[src/pmc_pkg.sv]
package pmc_pkg;

    // ****************************************
    // Register offsets (byte addresses)
    // ****************************************
    localparam logic [7:0] PMC_CAP_HDR_OFS = 8'h40;
    localparam logic [7:0] PMC_CTL_STS_OFS = 8'h44;
    localparam logic [7:0] PMC_MSI_HDR_OFS = 8'h4c;

    // ****************************************
    // Fixed codes
    // ****************************************
    localparam logic [7:0] PMC_PM_CAP_ID = 8'h01;
    localparam logic [7:0] PMC_MSI_CAP_ID = 8'h05;
    localparam logic [7:0] PMC_NEXT_UP_RST = 8'h5c;
    localparam logic [7:0] PMC_NEXT_DN_RST = 8'h4c;
    localparam logic [7:0] PMC_MSI_NEXT_RST = 8'h64;
    localparam logic [2:0] PMC_PM_REV = 3'h3;

    // ****************************************
    // Header field positions
    // ****************************************
    localparam int PMC_ID_LSB = 0;
    localparam int PMC_NEXT_LSB = 8;
    localparam int PMC_REV_LSB = 16;
    localparam int PMC_DSI_BIT = 21;
    localparam int PMC_AUX_LSB = 22;
    localparam int PMC_D1_BIT = 25;
    localparam int PMC_D2_BIT = 26;
    localparam int PMC_PMES_LSB = 27;

    // ****************************************
    // Control/status field positions
    // ****************************************
    localparam int PMC_PS_LSB = 0;
    localparam int PMC_NSR_BIT = 3;
    localparam int PMC_PMEEN_BIT = 8;
    localparam int PMC_DSEL_LSB = 9;
    localparam int PMC_DATA_LSB = 24;

    // ****************************************
    // Reset values
    // ****************************************
    localparam logic PMC_DSI_RST = 1'b0;
    localparam logic [2:0] PMC_AUX_RST = 3'h7;
    localparam logic PMC_D1_RST = 1'b1;
    localparam logic PMC_D2_RST = 1'b1;
    localparam logic [4:0] PMC_PMES_RST = 5'h1f;
    localparam logic PMC_NSR_RST = 1'b1;
    localparam logic PMC_PMEEN_RST = 1'b0;
    localparam logic [3:0] PMC_DSEL_RST = 4'h0;
    localparam logic [7:0] PMC_DATA_RST = 8'h00;

    typedef enum logic [1:0] {
        PMC_D0 = 2'b00,
        PMC_D1 = 2'b01,
        PMC_D2 = 2'b10,
        PMC_D3HOT = 2'b11
    } pmc_state_e;

endpackage : pmc_pkg

[src/pmc_regs.sv]
// What this block does
// - Capability identifier byte of the power header always reads the power capability code.
// - Next pointer resets to one value upstream, another on downstream ports.
// - Revision field reads the fixed code for power interface revision 1.2.
// - Legacy clock bit and both bridge extension bits are hardwired zero.
// - Device specific initialization flag reads zero by default.
// - Auxiliary current field resets to all ones, maximum draw in D3.
// - D1 and D2 support flags each read one by default.
// - Event support field reads all ones by default.
// - Loadable read-only defaults can be replaced through the side load port.
// - Two-bit power state field reports current state D0, D1, D2, D3hot.
// - Writing D0 after D3hot causes hot reset, downstream reset stays deasserted.
// - No-soft-reset flag resets one; when zero, D3hot to D0 resets internally.
// - Event enable bit resets zero; when set, event messages are permitted.
// - Data select resets zero; data byte resets zero, loadable; scale reads zero.
// - Event status bit always reads zero.
// - Downstream ports show an interrupt capability header, fixed id, next pointer 64h.
module pmc_regs #(
    parameter bit DOWNSTREAM_PORT = 1'b0
) (
    // Clock and reset
    input wire logic CLK,
    input wire logic NRST,
    // Configuration access
    input wire logic CFG_WR,
    input wire logic CFG_RD,
    input wire logic [7:0] CFG_ADDR,
    input wire logic [3:0] CFG_BE,
    input wire logic [31:0] CFG_WDATA,
    output logic [31:0] CFG_RDATA,
    output logic CFG_RVALID,
    // Default load from serial management or EEPROM
    input wire logic LOAD_WR,
    input wire logic [7:0] LOAD_ADDR,
    input wire logic [3:0] LOAD_BE,
    input wire logic [31:0] LOAD_DATA,
    // Power state and reset signalling
    output pmc_pkg::pmc_state_e POWER_STATE,
    output logic PME_ENABLE,
    output logic [3:0] DATA_SELECT,
    output logic HOT_RESET,
    output logic INTERNAL_RESET,
    output logic DOWNSTREAM_RESET_OUT_N
);
    import pmc_pkg::*;

    // ****************************************
    // Loadable defaults
    // ****************************************
    logic dsi_reg, dsi_next;
    logic [2:0] aux_reg, aux_next;
    logic d1_reg, d1_next;
    logic d2_reg, d2_next;
    logic [4:0] pmes_reg, pmes_next;
    logic nsr_reg, nsr_next;
    logic [7:0] data_reg, data_next;

    // Load port only touches loadable bits; byte enables select lanes
    always_comb begin
        dsi_next = dsi_reg;
        aux_next = aux_reg;
        d1_next = d1_reg;
        d2_next = d2_reg;
        pmes_next = pmes_reg;
        nsr_next = nsr_reg;
        data_next = data_reg;
        if (LOAD_WR && LOAD_ADDR == PMC_CAP_HDR_OFS) begin
            if (LOAD_BE[2]) begin
                dsi_next = LOAD_DATA[PMC_DSI_BIT];
                aux_next[1:0] = LOAD_DATA[PMC_AUX_LSB+:2];
            end
            if (LOAD_BE[3]) begin
                aux_next[2] = LOAD_DATA[PMC_AUX_LSB+2];
                d1_next = LOAD_DATA[PMC_D1_BIT];
                d2_next = LOAD_DATA[PMC_D2_BIT];
                pmes_next = LOAD_DATA[PMC_PMES_LSB+:5];
            end
        end
        if (LOAD_WR && LOAD_ADDR == PMC_CTL_STS_OFS) begin
            if (LOAD_BE[0]) begin
                nsr_next = LOAD_DATA[PMC_NSR_BIT];
            end
            if (LOAD_BE[3]) begin
                data_next = LOAD_DATA[PMC_DATA_LSB+:8];
            end
        end
    end

    always_ff @(posedge CLK or negedge NRST) begin
        if (!NRST) begin
            dsi_reg <= PMC_DSI_RST;
            aux_reg <= PMC_AUX_RST;
            d1_reg <= PMC_D1_RST;
            d2_reg <= PMC_D2_RST;
            pmes_reg <= PMC_PMES_RST;
            nsr_reg <= PMC_NSR_RST;
            data_reg <= PMC_DATA_RST;
        end else begin
            dsi_reg <= dsi_next;
            aux_reg <= aux_next;
            d1_reg <= d1_next;
            d2_reg <= d2_next;
            pmes_reg <= pmes_next;
            nsr_reg <= nsr_next;
            data_reg <= data_next;
        end
    end

    // ****************************************
    // Power state control
    // ****************************************
    pmc_state_e state_reg, state_next;
    logic pmeen_reg, pmeen_next;
    logic [3:0] dsel_reg, dsel_next;
    logic hot_reg, hot_next;
    logic irst_reg, irst_next;
    logic ctl_wr;
    logic state_ok;

    assign ctl_wr = CFG_WR && CFG_ADDR == PMC_CTL_STS_OFS;

    // Unsupported intermediate states are refused, so software sees no change
    always_comb begin
        unique case (pmc_state_e'(CFG_WDATA[PMC_PS_LSB+:2]))
            PMC_D1: state_ok = d1_reg;
            PMC_D2: state_ok = d2_reg;
            default: state_ok = 1'b1;
        endcase
    end

    always_comb begin
        state_next = state_reg;
        pmeen_next = pmeen_reg;
        dsel_next = dsel_reg;
        hot_next = 1'b0;
        irst_next = 1'b0;
        if (ctl_wr && CFG_BE[0] && state_ok) begin
            state_next = pmc_state_e'(CFG_WDATA[PMC_PS_LSB+:2]);
            if (state_reg == PMC_D3HOT && state_next == PMC_D0) begin
                hot_next = 1'b1;
                irst_next = !nsr_reg;
            end
        end
        if (ctl_wr && CFG_BE[1]) begin
            pmeen_next = CFG_WDATA[PMC_PMEEN_BIT];
            dsel_next = CFG_WDATA[PMC_DSEL_LSB+:4];
        end
        // Soft reset returns the writable fields to defaults
        if (irst_next) begin
            pmeen_next = PMC_PMEEN_RST;
            dsel_next = PMC_DSEL_RST;
        end
    end

    always_ff @(posedge CLK or negedge NRST) begin
        if (!NRST) begin
            state_reg <= PMC_D0;
            pmeen_reg <= PMC_PMEEN_RST;
            dsel_reg <= PMC_DSEL_RST;
            hot_reg <= 1'b0;
            irst_reg <= 1'b0;
        end else begin
            state_reg <= state_next;
            pmeen_reg <= pmeen_next;
            dsel_reg <= dsel_next;
            hot_reg <= hot_next;
            irst_reg <= irst_next;
        end
    end

    assign POWER_STATE = state_reg;
    assign PME_ENABLE = pmeen_reg;
    assign DATA_SELECT = dsel_reg;
    assign HOT_RESET = hot_reg;
    assign INTERNAL_RESET = irst_reg;
    // Hot reset from a power state change never reaches the downstream pin
    assign DOWNSTREAM_RESET_OUT_N = 1'b1;

    // ****************************************
    // Read path
    // ****************************************
    logic [31:0] hdr_word, ctl_word, msi_word;
    logic [31:0] rdata_reg, rdata_next;
    logic rvalid_reg, rvalid_next;

    // Unlisted bits stay zero: reserved, legacy clock, bridge bits, status
    always_comb begin
        hdr_word = 32'h0000_0000;
        hdr_word[PMC_ID_LSB+:8] = PMC_PM_CAP_ID;
        hdr_word[PMC_NEXT_LSB+:8] = DOWNSTREAM_PORT ? PMC_NEXT_DN_RST : PMC_NEXT_UP_RST;
        hdr_word[PMC_REV_LSB+:3] = PMC_PM_REV;
        hdr_word[PMC_DSI_BIT] = dsi_reg;
        hdr_word[PMC_AUX_LSB+:3] = aux_reg;
        hdr_word[PMC_D1_BIT] = d1_reg;
        hdr_word[PMC_D2_BIT] = d2_reg;
        hdr_word[PMC_PMES_LSB+:5] = pmes_reg;
        ctl_word = 32'h0000_0000;
        ctl_word[PMC_PS_LSB+:2] = state_reg;
        ctl_word[PMC_NSR_BIT] = nsr_reg;
        ctl_word[PMC_PMEEN_BIT] = pmeen_reg;
        ctl_word[PMC_DSEL_LSB+:4] = dsel_reg;
        ctl_word[PMC_DATA_LSB+:8] = data_reg;
        msi_word = 32'h0000_0000;
        msi_word[PMC_ID_LSB+:8] = PMC_MSI_CAP_ID;
        msi_word[PMC_NEXT_LSB+:8] = PMC_MSI_NEXT_RST;
    end

    always_comb begin
        rvalid_next = CFG_RD;
        rdata_next = 32'h0000_0000;
        if (CFG_RD) begin
            if (CFG_ADDR == PMC_CAP_HDR_OFS) begin
                rdata_next = hdr_word;
            end else if (CFG_ADDR == PMC_CTL_STS_OFS) begin
                rdata_next = ctl_word;
            end else if (CFG_ADDR == PMC_MSI_HDR_OFS && DOWNSTREAM_PORT) begin
                rdata_next = msi_word;
            end
        end
    end

    always_ff @(posedge CLK or negedge NRST) begin
        if (!NRST) begin
            rdata_reg <= 32'h0000_0000;
            rvalid_reg <= 1'b0;
        end else begin
            rdata_reg <= rdata_next;
            rvalid_reg <= rvalid_next;
        end
    end

    assign CFG_RDATA = rdata_reg;
    assign CFG_RVALID = rvalid_reg;

endmodule : pmc_regs

[config.mk]
export PLATFORM = sky130hd
export DESIGN_NAME = pmc_regs
export DESIGN_NICKNAME = d
export VERILOG_FILES = /design/src/pmc_pkg.sv /design/src/pmc_regs.sv
export SDC_FILE = /design/constraint.sdc
export NUM_CORES = 1
export LEC_CHECK = 0
export BUFFER_PORTS_ARGS = -buffer_cell sky130_fd_sc_hd__buf_2
export CELL_PAD_IN_SITES_DETAIL_PLACEMENT = 1
export CELL_PAD_IN_SITES_GLOBAL_PLACEMENT = 2
export CORE_MARGIN = 2
export CORE_UTILIZATION = 27
export DETAILED_ROUTE_END_ITERATION = 16
export GPL_ROUTABILITY_DRIVEN = 0
export MAX_ROUTING_LAYER = met4
export PLACE_DENSITY_LB_ADDON = 0.1
export SLEW_MARGIN = 0
export SYNTH_ARGS = -nofsm -noshare
export SYNTH_HDL_FRONTEND = slang
export SYNTH_SLANG_ARGS = --single-unit
export TNS_END_PERCENT = 10
[constraint.sdc]
create_clock -name CLK -period 3.3 [get_ports CLK]
set_input_delay 0.825 -clock CLK [delete_from_list [all_inputs] [get_ports CLK]]
set_output_delay 0.825 -clock CLK [all_outputs]
set_load 0.01 [all_outputs]
==> out/results.tsv <==
stage	metric	value	unit
final_layout	drive_above_1_share	0.5983	
power_and_ir_drop	power_density	419.5	nW/µm²
routing	drc	0	
final_layout	largest_register_ffs	20	
worst_setup_path	path_class	input pin to flop	
job	drv_cap	0	
routing	post_drt_wl_per_cell	14.62	µm
clock_tree	cts_hold_buf	0	
power_and_ir_drop	power_switching	249.2	µW
placed_design	port_buffers	76	
routing	first_pass_iters	4	
grt	antenna_found_initial	0	
timing	max_freq	477.8	MHz
worst_setup_path	cp_max_fo	16	
die	fp.coreArea	7767	µm²
yosys	synth_top_area_cell	dfrtp_1	
yosys	ys_seq_area_frac	0.5830	
routing	routed_via_density	4.431	
timing	clock_skew	0.005637	ns
die	start_util	0.2793	
final_layout	antenna_cells	0	
worst_setup_path	reg2reg_setup_slack	1.74	ns
grt	grt_start_max_net_pins	35	
die	rows	32	
power_and_ir_drop	switching_share	0.2156	
clock_tree	ctsResizeCount	0	
clock_tree	cts_buffer_depth	2	
yosys	synthFlopType	dfrtp_1	
worst_setup_path	cp.arrival	2.34	ns
yosys	synth_edf_count	0	
final_layout	fill_cells	859	
timing	setup_tns	0	ns
yosys	netlist_area	2170	µm²
worst_setup_path	end_kind	flop	
timing	setup_viol	0	
worst_setup_path	cp-start-kind	input pin	
timing	rsz0062_at_grt	no	
placed_design	place_area	2639	µm²
clock_tree	cts_tree	done	
run_status	status	complete, no violations	
die	dieArea	8768	µm²
grt	grt_pass1_wl	7845	µm
min_path	min_path_type	input pin to asynchronous set/reset pin	
die	dieWidth	93.64	µm
timing	hold_viol	0	
clock_tree	cts_root_buf	clkbuf_8	
final_layout	layout.nets	334	
yosys	ys_warn_count	0	
power_and_ir_drop	power.internal	906.5	µW
die	pin_count	136	
timing	timing.final.crit_period	2.093	ns
routing	vias	1511	
grt	grt_pass1_vias	1524	
yosys	synth-seq-cells	50	
power_and_ir_drop	peakVddDrop	0.2401	mV
routing	wl	4986	µm
final_layout	ff_latch_area	1265	µm²
timing	final-max-slew-violation-count	0	
clock_tree	cts_made_buffers	5	
yosys	ys_top_cells_by_area	dfrtp_1 45%, dfstp_2 13%, mux2_2 11%	
clock_tree	cts_setup_buffers	0	
routing	drt-initial-drc-count	10	
routing	ant_nets	0	
final_layout	area_growth_syn_to_layout	26.99	%
yosys	ys_types	35	
yosys	yosysTopAreaCellShare	0.4498	
yosys	ys_async_sr_fraction	1.000	
clock_tree	h-tree-depth	2	
worst_setup_path	critPathRequiredTime	3.54	ns
final_layout	multi_input_area	790.8	µm²
grt	globalRouteTotalUtil	0.1216	
final_layout	design_area	2755	µm²
power_and_ir_drop	clkPwrFrac	0.385	
timing	timing.final.crit_share	0.6342	
grt	overflow	0	
yosys	synth_cells	156	
clock_tree	clock-sinks	50	
clock_tree	clkLatencyLatePin	0.30	ns
placed_design	dpl.hpwl	3811	µm
power_and_ir_drop	p_leak	0.001522	µW
power_and_ir_drop	comb_power_share	0.070	
yosys	avgSynthCellArea	13.91	µm²
power_and_ir_drop	power_frac_seq	0.545	
clock_tree	clk_pin_slew	0.09	ns
die	die_y	93.64	µm
[kinds of logic after synthesis]
group                      Yosys count  share of synthesized area
AOI/OAI and AO/OA                   25                    0.09919
adders and majority gates            3                    0.01730
buffers and inverters               22                    0.06805
DFF                                 50                     0.5830
muxes                               22                     0.1142
other                                2                   0.003461
and+or+nand+nor                     32                     0.1148
[critical path, cell delays in order]
cell and delay, ns:
buf_2 0.11, or4b_1 0.68, nor4_4 0.25, buf_4 0.27, a22o_2 0.19
[path summary, 6_finish.rpt]
check / endpoint / cells after the start / from
setup / recovery: CFG_RDATA[26]$_DFF_PN0_ / 5 / CFG_ADDR[0]
hold / removal: CFG_RDATA[9]$_DFF_PN0_ / 1 / NRST
setup reg to reg: POWER_STATE[0]$_DFFE_PN0P_ / 3 / d1_reg$_DFFE_PN1P_
hold reg to reg: CFG_RDATA[21]$_DFF_PN0_ / 1 / dsi_reg$_DFFE_PN0P_
max in group asynchronous: aux_reg[2]$_DFFE_PN1P_ / 2 / NRST
min in group CLK: CFG_RDATA[21]$_DFF_PN0_ / 1 / dsi_reg$_DFFE_PN0P_
[through the flow]
stage | hold WS [ns] | total power (µW) | utilization | std cells | worst slack (ns)
after detailed placement | 0.4758 | 724.2 | 0.3397 | 333 | 0.8931
after global placement | 0.4758 | 723.4 | 0.3397 | 333 | 0.8868
after CTS | 0.4383 | 1175 | 0.3547 | 341 | 1.210
final | 0.4266 | 1156 | 0.3547 | 341 | 1.207
after global routing | 0.4410 | 1216 | 0.3547 | 341 | 1.152
after floorplan | 0.4611 | 678.0 | - | 165 | 1.093
[power groups by stage]
| stage | sequential (µW) | combinational [µW] | clock [µW] |
|---|---|---|---|
| floorplan | 642 | 36.2 | 0 |
| global placement | 642 | 81.7 | 0 |
| detailed placement | 642 | 82.4 | 0 |
| CTS | 630 | 82.3 | 463 |
| global route | 632 | 90.7 | 493 |
| finish | 630 | 80.4 | 445 |
[synth_stat cells, types with 2 or more instances]
library cell	number
a21o_2	4
a22o_2	8
a22oi_1	5
and2_1	4
and2_2	3
and3_1	2
buf_4	14
conb_1	2
dfrtp_1	39
dfstp_2	11
ha_1	3
inv_1	4
mux2_2	22
nand3_1	2
nand4_1	7
nor3_1	2
nor4b_1	2
o31ai_1	5
[routing by layer]
metal | routed length (µm) | vias to the layer above | part of all wire | global-route usage
met5 | 0 | - | 0 | -
met4 | 60 | 0 | 0.012 | 0.03986
met3 | 234 | 6 | 0.047 | 0.02820
met2 | 2419 | 45 | 0.49 | 0.1954
met1 | 2271 | 750 | 0.46 | 0.1525
li1 | - | 710 | - | -
[cell usage in the layout (no fill, tap or decap), types with 2 or more instances in the layout]
cell type | synthesis | routed
nor4b_1 | 2 | 2
nand4_1 | 7 | 7
ha_1 | 3 | 3
and2_2 | 3 | 3
conb_1 | 2 | 11
o31ai_1 | 5 | 5
clkbuf_8 | 0 | 6
inv_1 | 4 | 4
buf_4 | 14 | 8
nand3_1 | 2 | 2
and3_1 | 2 | 2
dfrtp_1 | 39 | 39
nor3_1 | 2 | 2
and2_1 | 4 | 4
buf_2 | 1 | 76
a22oi_1 | 5 | 5
dfstp_2 | 11 | 11
a21o_2 | 4 | 4
a22o_2 | 8 | 8
mux2_2 | 22 | 22
[layout make-up]
cell class | count | area share
Multi-Input combinational cell | 93 | 0.2870
Clock inverter | 1 | 0.01090
Clock buffer | 7 | 0.03134
Sequential cell | 50 | 0.4591
Inverter | 4 | 0.005450
Tap cell | 102 | 0.04632
Timing Repair Buffer | 84 | 0.1599
(Power assumes the default switching activity.)
